File: src/sbc_pkg.sv
// Package with register map, field positions and reset values of the serial port core
package sbc_pkg;
  // ==========================================
  // Register byte addresses
  localparam logic [7:0] ADDR_MODE = 8'h00;
  localparam logic [7:0] ADDR_STAT = 8'h04;
  localparam logic [7:0] ADDR_BAUD = 8'h08;
  localparam logic [7:0] ADDR_TXD = 8'h0c;
  localparam logic [7:0] ADDR_RXD = 8'h10;
  localparam logic [7:0] ADDR_IRQS = 8'h14;
  localparam logic [7:0] ADDR_IRQM = 8'h18;
  // ==========================================
  // Mode register fields
  localparam int MODE_EN = 15;
  localparam int MODE_IDLE_STOP = 13;
  localparam int MODE_IR = 12;
  localparam int MODE_RTS = 11;
  localparam int MODE_PINS_LO = 8;
  localparam int MODE_WAKE = 7;
  localparam int MODE_LOOP = 6;
  localparam int MODE_RATE_AUTODETECT = 5;
  localparam int MODE_RX_POLARITY_INVERT = 4;
  localparam int MODE_HS = 3;
  localparam int MODE_STOP2 = 0;
  localparam logic [15:0] MODE_WMASK = 16'hbbff;
  // ==========================================
  // Status register fields
  localparam int STA_TXINV = 14;
  localparam int STA_TXEN = 10;
  localparam int STA_TXBF = 9;
  localparam int STA_TX_IDLE_FLAG = 8;
  localparam int STA_RXSEL_LO = 6;
  localparam int STA_RX_IDLE_FLAG = 4;
  localparam int STA_FRAMING_ERROR_FLAG = 2;
  localparam int STA_OVERRUN_FLAG = 1;
  localparam int STA_RXDA = 0;
  // ==========================================
  // Interrupt status bits
  localparam int IRQ_RX = 0;
  localparam int IRQ_TX = 1;
  localparam int IRQ_WAKE = 2;
  localparam int IRQ_ERR = 3;
  localparam int IRQ_W = 4;
  // ==========================================
  // Reset values and counts
  localparam logic [15:0] BAUD_RESET = 16'h0000;
  localparam logic [3:0] OVS_NORMAL = 4'hf;
  localparam logic [3:0] OVS_FAST = 4'h3;
  localparam logic [3:0] RX_THRESH3 = 4'h3;
  localparam int DATA_BITS = 8;
endpackage : sbc_pkg

File: src/sbc_baud.sv
// Baud timer: free running divisor counter and sample-rate prescaler
`timescale 1ns/1ps
`default_nettype none
module sbc_baud import sbc_pkg::*; #(
  parameter int W = 16
) (
  // Clock and reset
  input wire logic mclk,
  input wire logic rstn,
  // Control
  input wire logic [W-1:0] divisor,
  input wire logic div_write,
  input wire logic high_speed,
  // Ticks
  output logic sample_tick,
  output logic bit_tick
);
  logic [W-1:0] cnt;
  logic [3:0] ovs;
  logic [3:0] ovs_top;

  assign ovs_top = high_speed ? OVS_FAST : OVS_NORMAL;

  // ==========================================
  // Divisor timer, restarted by any divisor write
  always_ff @(posedge mclk or negedge rstn) begin
    if (!rstn) begin
      cnt <= '0;
      sample_tick <= 1'b0;
    end else if (div_write) begin
      cnt <= '0;
      sample_tick <= 1'b0;
    end else if (cnt >= divisor) begin
      cnt <= '0;
      sample_tick <= 1'b1;
    end else begin
      cnt <= cnt + 1'b1;
      sample_tick <= 1'b0;
    end
  end

  // ==========================================
  // Oversample prescaler: bit tick every 16 or 4 samples
  always_ff @(posedge mclk or negedge rstn) begin
    if (!rstn) begin
      ovs <= '0;
      bit_tick <= 1'b0;
    end else if (div_write) begin
      ovs <= '0;
      bit_tick <= 1'b0;
    end else if (sample_tick) begin
      ovs <= (ovs >= ovs_top) ? 4'h0 : ovs + 4'h1;
      bit_tick <= (ovs >= ovs_top);
    end else begin
      bit_tick <= 1'b0;
    end
  end
endmodule : sbc_baud
`default_nettype wire

File: src/sbc_fifo.sv
// Small flip-flop FIFO used for the transmit and receive character buffers
`timescale 1ns/1ps
`default_nettype none
module sbc_fifo #(
  parameter int W = 8,
  parameter int D = 4
) (
  // Clock and reset
  input wire logic mclk,
  input wire logic rstn,
  input wire logic flush,
  // Write side
  input wire logic wr,
  input wire logic [W-1:0] wdata,
  // Read side
  input wire logic rd,
  output logic [W-1:0] rdata,
  // Level
  output logic [$clog2(D+1)-1:0] level
);
  localparam int AW = $clog2(D);
  logic [W-1:0] mem [D];
  logic [AW-1:0] wp;
  logic [AW-1:0] rp;
  logic do_wr;
  logic do_rd;

  assign do_rd = rd && (level != 0);
  assign do_wr = wr && (level != D[$clog2(D+1)-1:0]);
  assign rdata = mem[rp];

  always_ff @(posedge mclk) begin
    if (do_wr) begin
      mem[wp] <= wdata;
    end
  end

  always_ff @(posedge mclk or negedge rstn) begin
    if (!rstn) begin
      wp <= '0;
      rp <= '0;
      level <= '0;
    end else if (flush) begin
      wp <= '0;
      rp <= '0;
      level <= '0;
    end else begin
      if (do_wr) begin
        wp <= wp + 1'b1;
      end
      if (do_rd) begin
        rp <= rp + 1'b1;
      end
      level <= level + (do_wr ? 1'b1 : 1'b0) - (do_rd ? 1'b1 : 1'b0);
    end
  end
endmodule : sbc_fifo
`default_nettype wire

File: src/sbc_uart.sv
// Serial port core: APB registers, baud timer, transmitter, receiver, interrupts
// Operation
// - Free-running 16-bit baud timer set by divisor
// - Normal speed: clock over 16 times (divisor+1)
// - High speed: clock over 4 times (divisor+1)
// - Divisor write clears baud timer at once
// - Idle polarity bit sets transmit idle level
// - Transmit disable aborts, flushes, releases pin
// - Buffer-full flag while no room remains
// - Idle flag when shifter and buffer empty
// - Select 10 interrupts on third character
`timescale 1ns/1ps
`default_nettype none
module sbc_uart import sbc_pkg::*; #(
  parameter int DEPTH = 4
) (
  // Clock and reset
  input wire logic mclk,
  input wire logic rstn,
  // APB slave
  input wire logic psel,
  input wire logic penable,
  input wire logic pwrite,
  input wire logic [7:0] paddr,
  input wire logic [31:0] pwdata,
  output logic [31:0] prdata,
  output logic pready,
  output logic pslverr,
  // Serial pins
  input wire logic serial_in_pin,
  output logic serial_out_pin,
  output logic serial_out_oe,
  // Power state
  input wire logic sleep_mode,
  // Interrupt
  output logic irq
);
  localparam int LW = $clog2(DEPTH+1);
  typedef enum logic [1:0] {SBC_IDLE, SBC_START, SBC_DATA, SBC_STOP} sbc_state_t;

  logic [15:0] mode;
  logic [15:0] stactl;
  logic [15:0] baud_divisor;
  logic [IRQ_W-1:0] irq_stat;
  logic [IRQ_W-1:0] irq_mask;
  logic wr_en;
  logic div_write;
  logic sample_tick;
  logic bit_tick;
  logic module_enable;
  logic transmit_enable;
  logic tx_flush;
  logic txf_push;
  logic txf_pop;
  logic [7:0] txf_data;
  logic [LW-1:0] txf_level;
  logic rxf_push;
  logic rxf_pop;
  logic [7:0] rxf_data;
  logic [7:0] rx_shift;
  logic [LW-1:0] rxf_level;
  logic tx_buffer_full;
  logic tx_idle_flag;
  logic idle_level;
  logic rx_line;
  logic rx_prev;
  logic rx_event;
  logic wake_event;
  logic err_event;
  logic framing_error_flag;
  logic overrun_flag;
  logic [IRQ_W-1:0] irq_set;

  assign module_enable = mode[MODE_EN];
  assign transmit_enable = stactl[STA_TXEN];
  assign wr_en = psel && penable && pwrite;
  assign div_write = wr_en && (paddr == ADDR_BAUD);
  assign tx_flush = !transmit_enable || !module_enable;

  // ==========================================
  // Baud timer and character buffers
  sbc_baud #(.W(16)) u_baud (
    .mclk(mclk),
    .rstn(rstn),
    .divisor(baud_divisor),
    .div_write(div_write),
    .high_speed(mode[MODE_HS]),
    .sample_tick(sample_tick),
    .bit_tick(bit_tick)
  );

  assign tx_buffer_full = (txf_level == DEPTH[LW-1:0]);
  assign txf_push = wr_en && (paddr == ADDR_TXD) && !tx_flush && !tx_buffer_full;

  sbc_fifo #(.W(8), .D(DEPTH)) u_txf (
    .mclk(mclk),
    .rstn(rstn),
    .flush(tx_flush),
    .wr(txf_push),
    .wdata(pwdata[7:0]),
    .rd(txf_pop),
    .rdata(txf_data),
    .level(txf_level)
  );

  assign rxf_pop = psel && penable && !pwrite && (paddr == ADDR_RXD);

  sbc_fifo #(.W(8), .D(DEPTH)) u_rxf (
    .mclk(mclk),
    .rstn(rstn),
    .flush(!module_enable),
    .wr(rxf_push),
    .wdata(rx_shift),
    .rd(rxf_pop),
    .rdata(rxf_data),
    .level(rxf_level)
  );

  // ==========================================
  // Transmitter
  sbc_state_t tx_state;
  logic [7:0] tx_shift;
  logic [2:0] tx_bits;
  logic tx_stop2;
  logic tx_line;

  assign txf_pop = (tx_state == SBC_IDLE) && bit_tick && (txf_level != 0) && !tx_flush;
  assign tx_idle_flag = (tx_state == SBC_IDLE) && (txf_level == 0);
  // Polarity sense flips with the infrared codec
  assign idle_level = ~(stactl[STA_TXINV] ^ mode[MODE_IR]);

  always_ff @(posedge mclk or negedge rstn) begin
    if (!rstn) begin
      tx_state <= SBC_IDLE;
      tx_shift <= 8'h00;
      tx_bits <= 3'h0;
      tx_stop2 <= 1'b0;
      tx_line <= 1'b1;
    end else if (tx_flush) begin
      tx_state <= SBC_IDLE;
      tx_line <= 1'b1;
    end else if (bit_tick) begin
      unique case (tx_state)
        SBC_IDLE: begin
          tx_line <= 1'b1;
          if (txf_level != 0) begin
            tx_shift <= txf_data;
            tx_line <= 1'b0;
            tx_state <= SBC_DATA;
            tx_bits <= 3'h0;
          end
        end
        SBC_START: begin
          tx_state <= SBC_DATA;
        end
        SBC_DATA: begin
          tx_line <= tx_shift[0];
          tx_shift <= {1'b0, tx_shift[7:1]};
          tx_bits <= tx_bits + 3'h1;
          if (tx_bits == 3'(DATA_BITS - 1)) begin
            tx_state <= SBC_STOP;
            tx_stop2 <= mode[MODE_STOP2];
          end
        end
        SBC_STOP: begin
          tx_line <= 1'b1;
          if (tx_stop2) begin
            tx_stop2 <= 1'b0;
          end else begin
            tx_state <= SBC_IDLE;
          end
        end
      endcase
    end
  end

  // Pin ownership follows the enable bits; port logic owns it otherwise
  always_ff @(posedge mclk or negedge rstn) begin
    if (!rstn) begin
      serial_out_pin <= 1'b1;
      serial_out_oe <= 1'b0;
    end else begin
      serial_out_oe <= module_enable && transmit_enable;
      serial_out_pin <= tx_line ? idle_level : ~idle_level;
    end
  end

  // ==========================================
  // Receiver: samples centred on the oversample grid
  sbc_state_t rx_state;
  logic [2:0] rx_bits;
  logic [3:0] rx_ovs;
  logic [3:0] ovs_top;

  assign ovs_top = mode[MODE_HS] ? OVS_FAST : OVS_NORMAL;
  assign rx_line = (mode[MODE_LOOP] ? tx_line : serial_in_pin) ^ mode[MODE_RX_POLARITY_INVERT];

  always_ff @(posedge mclk or negedge rstn) begin
    if (!rstn) begin
      rx_state <= SBC_IDLE;
      rx_shift <= 8'h00;
      rx_bits <= 3'h0;
      rx_ovs <= 4'h0;
      rxf_push <= 1'b0;
      framing_error_flag <= 1'b0;
    end else begin
      rxf_push <= 1'b0;
      if (!module_enable) begin
        rx_state <= SBC_IDLE;
      end else if (sample_tick) begin
        rx_ovs <= rx_ovs + 4'h1;
        unique case (rx_state)
          SBC_IDLE: begin
            rx_ovs <= 4'h0;
            if (!rx_line) begin
              rx_state <= SBC_START;
            end
          end
          SBC_START: begin
            if (rx_ovs == {1'b0, ovs_top[3:1]}) begin
              rx_ovs <= 4'h0;
              rx_bits <= 3'h0;
              rx_state <= rx_line ? SBC_IDLE : SBC_DATA;
            end
          end
          SBC_DATA: begin
            if (rx_ovs == ovs_top) begin
              rx_ovs <= 4'h0;
              rx_shift <= {rx_line, rx_shift[7:1]};
              rx_bits <= rx_bits + 3'h1;
              if (rx_bits == 3'(DATA_BITS - 1)) begin
                rx_state <= SBC_STOP;
              end
            end
          end
          SBC_STOP: begin
            if (rx_ovs == ovs_top) begin
              rx_state <= SBC_IDLE;
              rxf_push <= 1'b1;
              framing_error_flag <= !rx_line;
            end
          end
        endcase
      end
    end
  end

  assign overrun_flag = rxf_push && (rxf_level == DEPTH[LW-1:0]);

  // Receive interrupt: level before this push decides the threshold
  always_comb begin
    rx_event = 1'b0;
    if (rxf_push && !overrun_flag) begin
      unique case (stactl[STA_RXSEL_LO +: 2])
        2'b10: rx_event = (rxf_level == LW'(RX_THRESH3 - 4'h1));
        2'b11: rx_event = (rxf_level == LW'(DEPTH - 1));
        default: rx_event = 1'b1;
      endcase
    end
  end

  // ==========================================
  // Wake-on-start: watch the pin while asleep
  always_ff @(posedge mclk or negedge rstn) begin
    if (!rstn) begin
      rx_prev <= 1'b1;
    end else begin
      rx_prev <= rx_line;
    end
  end
  assign wake_event = mode[MODE_WAKE] && sleep_mode && rx_prev && !rx_line;
  assign err_event = rxf_push && (framing_error_flag || overrun_flag);

  // ==========================================
  // Registers
  always_ff @(posedge mclk or negedge rstn) begin
    if (!rstn) begin
      mode <= 16'h0000;
      baud_divisor <= BAUD_RESET;
      stactl <= 16'h0000;
      irq_mask <= '0;
    end else begin
      if (wr_en && paddr == ADDR_MODE) begin
        mode <= pwdata[15:0] & MODE_WMASK;
      end else if (mode[MODE_WAKE] && !rx_prev && rx_line) begin
        mode[MODE_WAKE] <= 1'b0;
      end
      if (div_write) begin
        baud_divisor <= pwdata[15:0];
      end
      if (wr_en && paddr == ADDR_STAT) begin
        stactl <= pwdata[15:0] & 16'he4e0;
      end
      if (wr_en && paddr == ADDR_IRQM) begin
        irq_mask <= pwdata[IRQ_W-1:0];
      end
    end
  end

  assign irq_set = {err_event, wake_event, txf_pop, rx_event};

  // Sticky events; a set in the clearing cycle survives
  always_ff @(posedge mclk or negedge rstn) begin
    if (!rstn) begin
      irq_stat <= '0;
      irq <= 1'b0;
    end else begin
      if (wr_en && paddr == ADDR_IRQS) begin
        irq_stat <= (irq_stat & ~pwdata[IRQ_W-1:0]) | irq_set;
      end else begin
        irq_stat <= irq_stat | irq_set;
      end
      irq <= |(irq_stat & irq_mask);
    end
  end

  // APB read: one wait-free access phase
  always_ff @(posedge mclk or negedge rstn) begin
    if (!rstn) begin
      prdata <= 32'h0000_0000;
      pready <= 1'b0;
      pslverr <= 1'b0;
    end else begin
      pready <= psel && !penable;
      pslverr <= 1'b0;
      prdata <= 32'h0000_0000;
      if (psel && !penable) begin
        pslverr <= !(paddr inside {ADDR_MODE, ADDR_STAT, ADDR_BAUD, ADDR_TXD, ADDR_RXD, ADDR_IRQS, ADDR_IRQM});
        unique case (paddr)
          ADDR_MODE: prdata <= {16'h0000, mode};
          ADDR_STAT: prdata <= {16'h0000, stactl[15:10], tx_buffer_full, tx_idle_flag,
            stactl[7:5], rx_state == SBC_IDLE, 1'b0, framing_error_flag, 1'b0, rxf_level != 0};
          ADDR_BAUD: prdata <= {16'h0000, baud_divisor};
          ADDR_RXD: prdata <= {24'h000000, rxf_data};
          ADDR_IRQS: prdata <= {28'h0000000, irq_stat};
          ADDR_IRQM: prdata <= {28'h0000000, irq_mask};
          default: prdata <= 32'h0000_0000;
        endcase
      end
    end
  end

  // ==========================================
  // Checks
  a_div_clears: assert property (@(posedge mclk) disable iff (!rstn)
    div_write |=> !sample_tick ##0 !bit_tick) else $error("divisor write did not restart timer");
  a_full_flag: assert property (@(posedge mclk) disable iff (!rstn)
    (txf_push && !txf_pop && txf_level == LW'(DEPTH - 1)) |=> tx_buffer_full) else $error("full flag missed");
  a_idle_flag: assert property (@(posedge mclk) disable iff (!rstn)
    txf_push |=> !tx_idle_flag) else $error("idle flag set with queued data");
  a_txen_abort: assert property (@(posedge mclk) disable iff (!rstn)
    !transmit_enable |=> txf_level == 0 && !serial_out_oe) else $error("disable did not flush");
  a_pin_owner: assert property (@(posedge mclk) disable iff (!rstn)
    serial_out_oe |-> $past(module_enable)) else $error("pin driven while disabled");
  a_idle_level: assert property (@(posedge mclk) disable iff (!rstn)
    (tx_state == SBC_IDLE && tx_line && $stable(idle_level)) |=> serial_out_pin == $past(idle_level))
    else $error("wrong idle level");
  a_wake_irq: assert property (@(posedge mclk) disable iff (!rstn)
    wake_event |=> irq_stat[IRQ_WAKE]) else $error("wake edge lost");
  a_rx_third: assert property (@(posedge mclk) disable iff (!rstn)
    (rxf_push && stactl[7:6] == 2'b10 && rxf_level == 2) |=> irq_stat[IRQ_RX]) else $error("no threshold irq");
  a_tx_start: assert property (@(posedge mclk) disable iff (!rstn)
    txf_pop |=> !tx_line) else $error("no start bit");
endmodule : sbc_uart
`default_nettype wire

File: config.mk
export PLATFORM = sky130hd
export DESIGN_NAME = sbc_uart
export DESIGN_NICKNAME = d
export VERILOG_FILES = /design/src/sbc_pkg.sv /design/src/sbc_baud.sv /design/src/sbc_fifo.sv /design/src/sbc_uart.sv
export SDC_FILE = /design/constraint.sdc
export NUM_CORES = 1
export LEC_CHECK = 0
export ABC_AREA = 1
export BUFFER_PORTS_ARGS = -buffer_cell sky130_fd_sc_hd__buf_2
export CAP_MARGIN = 0
export CELL_PAD_IN_SITES_DETAIL_PLACEMENT = 1
export CELL_PAD_IN_SITES_GLOBAL_PLACEMENT = 1
export CORE_ASPECT_RATIO = 1.4
export CORE_MARGIN = 2
export CORE_UTILIZATION = 30
export DETAILED_ROUTE_END_ITERATION = 10
export PLACE_DENSITY_LB_ADDON = 0.05
export SETUP_SLACK_MARGIN = 0.3
export SKIP_CTS_REPAIR_TIMING = 1
export SKIP_LAST_GASP = 1
export SLEW_MARGIN = 5
export SYNTH_ARGS = -nofsm -noshare
export SYNTH_HDL_FRONTEND = slang
export SYNTH_SLANG_ARGS = --single-unit
File: constraint.sdc
create_clock -name mclk -period 3.83 [get_ports mclk]
set_input_delay 0.766 -clock mclk [delete_from_list [all_inputs] [get_ports mclk]]
set_output_delay 0.766 -clock mclk [all_outputs]
set_load 0.02 [all_outputs]
==> results of run 1 <==
synthesized netlist by cell type (all sizes together), types with 2 or more instances:
cell type | instances | area share [%]
dfstp | 3 | 0.81
or2 | 3 | 0.19
a21oi | 38 | 2.0
inv | 141 | 5.5
xnor2 | 6 | 0.54
fa | 2 | 0.41
clkbuf | 2 | 0.078
clkinv | 2 | 0.078
ha | 37 | 4.8
o22ai | 8 | 0.52
xor2 | 16 | 1.4
nand4 | 4 | 0.41
o21ai | 116 | 6.0
buf | 38 | 2.7
nor2 | 157 | 6.9
dfrtp | 134 | 35
nand3 | 50 | 2.9
edfxtp | 64 | 20
nor3 | 9 | 0.52
o211ai | 4 | 0.31
nand2 | 226 | 9.1
how the worst max path moves through the flow:
| stage | start | to | depth (start not counted) |
|---|---|---|---|
| final | mode[15] | u_txf.level[2] | 12 |
| after floorplan | paddr[7] | u_rxf.level[2] | 12 |
| after global placement | paddr[7] | u_rxf.level[2] | 13 |
| after CTS | mode[15] | u_txf.level[2] | 12 |
| after global routing | mode[15] | u_txf.level[2] | 12 |
| after detailed placement | paddr[7] | u_rxf.level[2] | 13 |
through the flow:
step	hold slack, ps	worst slack, ps
4_1_cts	301	1380
3_3_place_gp	459	1030
2_1_floorplan	444	1370
3_5_place_dp	475	1020
6_report	232	1420
5_1_grt	318	1180
state kept, by name, summed over array words and instances, names as in the netlist, 3 cells and up:
signal,cells
u_txf.mem,32
rx_shift,8
irq_stat,4
irq_mask,4
rx_bits,3
stactl,7
u_baud.cnt,16
tx_shift,8
prdata,16
u_rxf.level,3
baud_divisor,16
rx_ovs,4
u_txf.level,3
u_baud.ovs,4
tx_bits,3
u_rxf.mem,32
mode,14
cells by family (layout without fill, tap and decap cells):
family / Yosys count / after routing / synth area share [%]
and+or+nand+nor: 451 / 451 / 20.1
DFF: 201 / 201 / 55.3
buffers and inverters: 183 / 241 / 8.31
AOI/OAI and AO/OA: 169 / 169 / 9.03
adders and majority gates: 39 / 39 / 5.20
xor gates and xnor gates: 22 / 22 / 1.99
other: 1 / 16 / 0.0387
power by group through the flow:
stage          logic [mW]  clock network [mW]  registers (mW)
2_1_floorplan       0.184                   0            2.33
3_3_place_gp        0.277                   0            2.34
3_5_place_dp        0.283                   0            2.34
4_1_cts             0.285                2.22            2.30
5_1_grt             0.318                2.29            2.30
6_report            0.273                2.13            2.30
per-layer routing:
metal	routed length, um	up-vias	track usage [%]
met4	412	0	4.10
met1	11100	3435	19.5
met2	14400	63	30.9
li1	-	3506	-
met3	638	28	2.00
met5	0	-	0
layout make-up:
cell class,instances,area share (%)
clock inverter,6,0.535
tap,395,4.50
clock buffer,36,5.95
sequential,201,48.7
inverter,143,4.88
multi-input combinational,697,32.6
timing repair buffer,56,2.84
==> metrics.txt, run 1 <==
status=complete, no violations; Most used DFF post-synth=dfrtp_1; largest net degree at the start of global routing=72; commonest non-fill, non-tap cell in the layout=nand2_1; RePlAce Congestion=~0.74; worst path cell trace=buf_4 -> nand2_2 -> nor2_1 -> nand2_1 -> nor2_2 -> ha_1 -> inv_1 -> ha_1 -> inv_1 -> fa_1 -> xor2_1 -> nor2_1; critical-path maximum fanout=12; die area=33700 um2; CTS tree=built; Placed Instance Area=approximately 10000 um2; final core occ=about a third; Tot Pwr=4.70 mW; RSZ-0062 raised after global routing=false; Sw Ratio=between 20% and 30%; Die W=about 160 um; post-route ant nets=0; Reg power frac=48.9%; Pleak=about 5 nW; area of the multi-input gates=~3600 um2; Clock Skews=around 16 ps; WP data arrival=2830 ps; fin crit share=62.9%; Die Ht=roughly 220 um; total track usage=between 15 and 20%; commonest non-fill, non-tap cells in the layout=nand2_1 (217), nor2_1 (143), inv_1 (134), dfrtp_1 (134), o21ai_0 (78); row cnt=between 70 and 80; maxcap violations=0; synthesized area per cell=between 9 and 10 um2; Synth Instances=1066; Peak Freq=roughly 0.42 GHz; vias in the first global route=between 7k and 8k; VDD IR-drop max=between 300 and 400 uV; Tmin final=between 2000 and 2500 ps; final design area excluding fillers=around 11000 um2; critical path class=register to register; Setup TNS=0 ps; Worst Path Required=approximately 4300 ps; Ports=84; share of cells above drive strength 1=11.4%; Nets=1208; final hold violations=0; slew at the pin closest to its max-slew limit=981 ps; Sequential cell area=~5400 um2; WL/cell=~17 um; Core Region=31700 um2; Layout Cells excl Fill=approximately 1.5k; Worst setup SP type=register; Crit-path slowest cell=fa_1; Psw=roughly 1.1 mW; HP Class=input pin to async pin; Power Internal=around 3.6 mW; Setup-failing EPs final=0; FILL cells=between 3k and 4k; Yosys cell types=40; Syn. warnings=0; CTS buffer count=23; initial antenna violation count=0; clock latency on the worst-skew pair=~530 ps; diode count=0; first-pass GRT wire length=between 40 and 50 mm; register bit total from synthesis=about 200; routed wire length=26.5 mm; 1st-pass router iterations=4; Starting Density=a little under a third; Slew HR=34.3%; drt initial violations=280; Syn-to-layout area delta=13.5%; clk root buf=clkbuf_16; peak per-stage delay on the critical path=370 ps; Congestion Overflow GR=0; port bufs=51; clock-pin slew on the worst setup and hold paths=approximately 60 ps; Clock Path Buffers=3; CP Capture Type=register; number of synthesized flops with an enable pin=64; asr flop ratio synth=68.2%; reg2reg end=u_txf.level[2]; power per cell area=~430 nW/um2; Syn Std Cell Area=9680 um2; reg2reg start=mode[15]; vias after detailed routing=between 7k and 8k; max-slew violation count=0; Via density=4.58; sequential share of the synthesized area=55.3%; combinational power share=5.8%; Worst R2R Path Depth=12; Placed Instances=around 1.5k; critical path buffer and inverter count=3; # clock sinks=201; Post-route DRC=0; detailed placement HPWL=about 19 mm; clock power share=about 45%; H-tree Lvls=1; family with the most delay on the worst path=adder cells; register-to-register setup slack=between 1000 and 1500 ps
No activity file was read; power rests on OpenSTA's default activity.
==> run 2, diff against run 1 <==
==> constraint.sdc (replaced) <==
create_clock -name mclk -period 2.1 [get_ports mclk]
set_input_delay 0.42 -clock mclk [delete_from_list [all_inputs] [get_ports mclk]]
set_output_delay 0.42 -clock mclk [all_outputs]
set_load 0.02 [all_outputs]
==> run 2 against run 1 <==
Setup slack worse by 1300 ps. First-iteration DRC count down 29%. Final area up 6.8%. Fmax grew 24%. Non-clock buffer count increased by 71. Sequential share of layout area down 3.1 points. Via count grew 4.2%. Critical path type unchanged. Highest routed layer unchanged.
==> metrics.txt, run 2 (synthesis gave the netlist of run 1 again) <==
Tot Pwr=8.63 mW (was 4.70 mW); Syn-to-layout area delta=21.2% (was 13.5%); share of cells above drive strength 1=19.5% (was 11.4%); highest metal used=met4 (unchanged); FILL cells=3697 (was 3661); peak per-stage delay on the critical path=520 ps (was 370 ps); HP Class=input pin to register (was input pin to async pin); 1st-pass router iterations=4 (unchanged); # clock sinks=201 (unchanged); H-tree Lvls=1 (unchanged); Metal-1 WL=11.4 mm (was 11.1 mm); total track usage=16.6% (was 16.4%); post-route ant nets=0 (unchanged); Sw Ratio=24.5% (was 23.8%); Worst setup SP type=register (unchanged); final hold slack=108 ps (was 232 ps); Ports=84 (unchanged); vias in the first global route=7598 (was 7409); Nets=1281 (was 1208); final design area excluding fillers=11700 um2 (was 11000 um2); RePlAce Congestion=0.753 (was 0.743); initial antenna violation count=0 (unchanged); hold-critical path depth=1; critical-path maximum fanout=3 (was 12); Crit-path slowest cell=fa_2 (was fa_1); Post-route DRC=0 (unchanged); Psw=2.11 mW (was 1.12 mW); maxcap violations=0 (unchanged); drt initial violations=198 (was 280); commonest non-fill, non-tap cells in the layout=nand2_1 (214), nor2_1 (138), dfrtp_1 (133) (was nand2_1 (217), nor2_1 (143), inv_1 (134), dfrtp_1 (134), o21ai_0 (78)); CTS tree=built (unchanged); clock power share=45.1% (was 45.3%); register-to-register setup slack=150 ps (was 1420 ps); metal2 WL=14.7 mm (was 14.4 mm); Worst Path Required=2540 ps (was 4250 ps); port bufs=51 (unchanged); critical path class=register to register (unchanged); Placed Instance Area=10700 um2 (was 10300 um2); WL/cell=17.0 um (was 17.3 um); power per cell area=735 nW/um2 (was 428 nW/um2); reg2reg start=u_rxf.level[1] (was mode[15]); Die W=156 um (unchanged); worst path cell trace=inv_2 -> nand3_2 -> nand4_1 -> nor2_4 -> ha_4 -> inv_4 -> ha_4 -> inv_2 -> fa_2 -> nor2_1 (was buf_4 -> nand2_2 -> nor2_1 -> nand2_1 -> nor2_2 -> ha_1 -> inv_1 -> ha_1 -> inv_1 -> fa_1 -> xor2_1 -> nor2_1); clk root buf=clkbuf_16 (unchanged); status=complete, no violations (unchanged); commonest non-fill, non-tap cell in the layout=nand2_1 (unchanged); diode count=0 (unchanged); first-pass GRT wire length=43.0 mm (was 42.6 mm); final hold violations=0 (unchanged); Reg power frac=48.5% (was 48.9%); Setup-failing EPs final=0 (unchanged); row cnt=77 (unchanged); Worst R2R Path Depth=10 (was 12); met3 wire length=645 um (was 638 um); die area=33700 um2 (unchanged); combinational power share=6.3% (was 5.8%); reg2reg end=u_rxf.level[1] (was u_txf.level[2]); Clock Skews=35.2 ps (was 16.5 ps); fin crit share=92.8% (was 62.9%); RSZ-0062 raised after global routing=true (was false); Via density=4.56 (was 4.58); routed wire length=27.3 mm (was 26.5 mm); Core Region=31700 um2 (unchanged); biggest regs=u_rxf.mem x32, u_txf.mem x32 (unchanged); Pleak=5.36 nW (was 4.97 nW); clock latency on the worst-skew pair=550 ps (was 530 ps); Slew HR=62.9% (was 34.3%); CP Capture Type=register (unchanged); Peak Freq=0.513 GHz (was 0.415 GHz); max-slew violation count=0 (unchanged); Power Internal=6.52 mW (was 3.58 mW); vias after detailed routing=7330 (was 7032); Congestion Overflow GR=0 (unchanged); largest net degree at the start of global routing=49 (was 72); VDD IR-drop max=593 uV (was 306 uV); hold path endpoint=u_txf.mem[3][3]; slew at the pin closest to its max-slew limit=556 ps (was 981 ps); detailed placement HPWL=20.4 mm (was 19.3 mm); clock-pin slew on the worst setup and hold paths=60 ps (about the same); WP data arrival=2390 ps (was 2830 ps); Die Ht=217 um (unchanged); Tmin final=1950 ps (was 2410 ps); hold wc startpoint=pwdata[3]; Starting Density=30.5% (unchanged); Clock Path Buffers=3 (unchanged); CTS buffer count=24 (was 23); final core occ=37.0% (was 34.7%)
## run 2: cell count changes in the layout (fill, tap and decap cells not counted), sizes merged
cell,previous run,this run
buf,56,126
clkinv,6,10
clkbuf,36,34
inv,142,140
bufinv,1,0
clkinvlp,0,1
dlygate4sd3,0,1
nand3,50,51
## run 2: worst max path at each step
stage | startpoint | end | slack [ps] | cells past startpoint
final | u_rxf.level[1] | u_rxf.level[1] | 150 | 10
after global routing | u_rxf.level[1] | u_rxf.level[1] | 70 | 10
after CTS | u_txf.level[1] | u_txf.level[1] | 50 | 8
after detailed placement | paddr[6] | u_rxf.level[2] | -60 | 13
after global placement | paddr[6] | u_rxf.level[2] | -60 | 13
after floorplan | paddr[0] | u_rxf.level[2] | 60 | 12
## run 2: layout make-up
type / instances / area [um2] / share of cell area, %
tap: 395 / 494 / 4.21
multi-input combinational: 698 / 3750 / 32.0
inverter: 143 / 543 / 4.63
timing repair buffer: 127 / 872 / 7.43
sequential: 201 / 5360 / 45.6
clock inverter: 8 / 52.6 / 0.448
clock buffer: 34 / 668 / 5.69
## run 2: stage by stage
stage / TNS [ps] / setup slack [ps] / cells
6_report: 0 / 151 / 1606
5_1_grt: 0 / 71.2 / 1606
4_1_cts: 0 / 52.0 / 1588
3_5_place_dp: -93.6 / -60.3 / 1546
3_3_place_gp: -80.2 / -62.0 / 1546
2_1_floorplan: 0 / 61.5 / 1081
## run 2: critical path, delay by kind of cell, from the launching register on
kind	cells	cell delay, ps
fa+ha+maj	3	860
buf+inv	3	140
flops	1	420
simple gates	4	410
## run 2: power by group through the flow
| stage | clock network [mW] | registers, mW | logic, mW |
|---|---|---|---|
| detailed placement | 0 | 4.26 | 0.533 |
| global route | 4.16 | 4.20 | 0.631 |
| finish | 3.89 | 4.19 | 0.547 |
| CTS | 4.05 | 4.19 | 0.536 |
| floorplan | 0 | 4.24 | 0.337 |
| global placement | 0 | 4.26 | 0.524 |
## run 2: routing by layer
layer,vias to the layer above,global-route usage (%)
li1,3658,-
met1,3577,19.8
met2,63,31.1
met3,32,2.06
met4,0,4.25
met5,-,0
==> run 3, diff against run 2 <==
--- a/config.mk
+++ b/config.mk
@@ -5,7 +5,6 @@
 export SDC_FILE = /design/constraint.sdc
 export NUM_CORES = 1
 export LEC_CHECK = 0
-export ABC_AREA = 1
 export BUFFER_PORTS_ARGS = -buffer_cell sky130_fd_sc_hd__buf_2
 export CAP_MARGIN = 0
 export CELL_PAD_IN_SITES_DETAIL_PLACEMENT = 1
==> run 3 against run 2 <==
The flow now finishes with violations (negative setup slack). Global-route usage fell by 0.36 points. Fmax fell by 12%. Critical endpoint is now u_txf.level[2]. First-iteration DRC count rose by 8.1%.
==> metrics.txt, run 3 <==
first-pass GRT wire length=40.5 mm (was 43.0 mm); Most used DFF post-synth=dfrtp_1 (unchanged); Starting Density=30.3% (was 30.5%); WL/cell=20.0 um (was 17.0 um); power per cell area=729 nW/um2 (was 735 nW/um2); commonest non-fill, non-tap cells in the layout=dfrtp_1 (131), buf_4 (91), nand2_1 (69) (was nand2_1 (214), nor2_1 (138), dfrtp_1 (133)); clk root buf=clkbuf_16 (unchanged); H-tree Lvls=1 (unchanged); CP dominant cell by count=ha_1; Clock Path Buffers=3 (unchanged); routed wire length=26.5 mm (was 27.3 mm); Worst setup SP type=register (unchanged); clock-pin slew on the worst setup and hold paths=60 ps (about the same); drt initial violations=214 (was 198); worst path cell trace=or3_4 -> nor4b_4 -> ha_1 -> inv_1 -> ha_1 -> inv_2 -> fa_2 -> xor2_2 -> xnor2_1 -> nor2_1 (was inv_2 -> nand3_2 -> nand4_1 -> nor2_4 -> ha_4 -> inv_4 -> ha_4 -> inv_2 -> fa_2 -> nor2_1); family with the most delay on the worst path=adder cells (unchanged); GR met3 Demand/Resource=2.04% (was 2.06%); diode count=0 (unchanged); Syn. warnings=0 (unchanged); hold wc startpoint=pwdata[11] (was pwdata[3]); Setup-failing EPs final=2 (was 0); vias in the first global route=7054 (was 7598); RSZ-0062 raised after global routing=true (unchanged); Core Region=30600 um2 (was 31700 um2); HP Class=input pin to register (unchanged); post-route ant nets=0 (unchanged); area fraction of the dominant cell type after synthesis=36.1% (was 34.6%); status=finished with violations (was complete, no violations); Yosys top cell by area=dfrtp_1 (unchanged); max-slew violation count=0 (unchanged); CTS tree=built (unchanged); Pleak=5.12 nW (was 5.36 nW); Tot Pwr=8.77 mW (was 8.63 mW); Setup TNS=-244 ps (was 0 ps); Synth area leaders=dfrtp_1 (36%), edfxtp_1 (21%), ha_1 (5.0%) (was dfrtp_1 (35%), edfxtp_1 (20%), nand2_1 (8.4%)); area of the multi-input gates=4050 um2 (was 3750 um2); clock latency on the worst-skew pair=520 ps (was 550 ps); Tmin final=2230 ps (was 1950 ps); biggest regs=u_rxf.mem x32, u_txf.mem x32 (unchanged); pre-CTS WS=-797 ps (was -60.3 ps); failing checks=negative setup slack; Peak Freq=0.449 GHz (was 0.513 GHz); critical path class=register to register (unchanged); sequential share of the synthesized area=57.7% (was 55.3%); Crit-path slowest cell=dfrtp_1 (was fa_2); most used routing layer=met2 (unchanged); asr flop ratio synth=68.2% (unchanged); number of synthesized flops with an enable pin=64 (unchanged); Congestion Overflow GR=0 (unchanged); Syn-to-layout area delta=29.6% (was 21.2%); initial antenna violation count=0 (unchanged); Die W=153 um (was 156 um); Clock Skews=12.5 ps (was 35.2 ps); row cnt=76 (was 77); fin crit share=106% (was 92.8%); maxcap violations=0 (unchanged); Synth Instances=758 (was 1066); CP Capture Type=register (unchanged); Die Ht=212 um (was 217 um); RePlAce Congestion=0.774 (was 0.753); slew at the pin closest to its max-slew limit=545 ps (was 556 ps); commonest non-fill, non-tap cell in the layout=dfrtp_1 (was nand2_1); detailed placement HPWL=19.3 mm (was 20.4 mm); Post-route DRC=0 (unchanged); synthesized area per cell=12.2 um2 (was 9.08 um2); Nets=1006 (was 1281); 1st-pass router iterations=4 (unchanged); Setup WS post-layout=-128 ps (was 151 ps); reg2reg start=u_txf.level[0] (was u_rxf.level[1]); critical-path maximum fanout=2 (was 3); final hold violations=0 (unchanged); Worst Path Required=2510 ps (was 2540 ps); port bufs=51 (unchanged); critical path buffer and inverter count=2 (was 3); Yosys cell types=62 (was 40); Syn Std Cell Area=9280 um2 (was 9680 um2); peak per-stage delay on the critical path=390 ps (was 520 ps); Worst setup startpoint=u_txf.level[0] (was u_rxf.level[1]); vias after detailed routing=6347 (was 7330); largest net degree at the start of global routing=45 (was 49); CTS buffer count=23 (was 24); total track usage=16.2% (was 16.6%); share of cells above drive strength 1=35.9% (was 19.5%); Post-synth top cells=dfrtp_1 (134), nand2_1 (71), nor2_1 (65) (was nand2_1 (217), nor2_1 (143), dfrtp_1 (134), inv_1 (134), o21ai_0 (78)); FILL cells=3283 (was 3697); Ports=84 (unchanged); Via density=4.78 (was 4.56); Sequential cell area=5360 um2 (about the same); die area=32400 um2 (was 33700 um2); count leader, synth=dfrtp_1 (was nand2_1); M1 GR Usage=18.2% (was 19.8%); # clock sinks=201 (unchanged); met2 Use GR=31.3% (was 31.1%); WP data arrival=2640 ps (was 2390 ps); VDD IR-drop max=585 uV (was 593 uV); Slew HR=63.7% (was 62.9%); register bit total from synthesis=201 (unchanged)
## run 3: area by class of cell
class	count	area share, %
clock buffer	35	5.66
clock inverter	7	0.385
inverter	38	1.19
multi-input combinational	492	33.7
sequential	201	44.5
tap	390	4.06
timing repair buffer	164	10.5
## run 3: metrics by stage
stage | utilization [%] | area, um2 | hold WS, ps | std cells
floorplan | - | 9430 | 124 | 773
global placement | 34.7 | 10600 | 412 | 1257
detailed placement | 34.7 | 10600 | 415 | 1257
CTS | 37.1 | 11400 | -155 | 1299
global route | 39.3 | 12000 | 130 | 1327
finish | 39.3 | 12000 | 130 | 1327
## run 3: where the power goes
| group | internal, mW | switching (mW) |
|---|---|---|
| logic | 0.300 | 0.392 |
| registers | 4.12 | 0.0856 |
| clock network | 2.24 | 1.64 |
| total | 6.65 | 2.12 |
## run 3: path summary, 6_finish.rpt
check	slack, ps	end	cells after the start
worst max-delay path	-130	u_txf.level[2]	10
max in group asynchronous	1000	rx_prev	3
min in group asynchronous	410	tx_shift[3]	2
worst max register to register	-130	u_txf.level[2]	10
worst min register to register	500	rx_bits[1]	1
worst min-delay path	130	baud_divisor[11]	3
## run 3: metal layers
layer	part of all wire (%)	vias to the layer above
met2	56	91
met3	3.1	34
li1	-	2983
met5	0	-
met4	2.6	0
met1	39	3239
## run 3: worst register-to-register path, stage by stage (launching register included)
cell	delay, ps
dfrtp_1	390
or3_4	390
nor4b_4	140
ha_1	270
inv_1	60
ha_1	140
inv_2	40
fa_2	340
xor2_2	160
xnor2_1	140
nor2_1	50
## run 3: cells by family after synthesis
logic type | count (synthesis) | share of synthesized area (%)
AOI/OAI and AO/OA | 109 | 7.72
adders and majority gates | 39 | 5.42
xor gates and xnor gates | 32 | 3.02
buffers and inverters | 80 | 4.11
other | 1 | 0.0404
DFF | 201 | 57.7
muxes | 65 | 9.72
and+or+nand+nor | 231 | 12.3
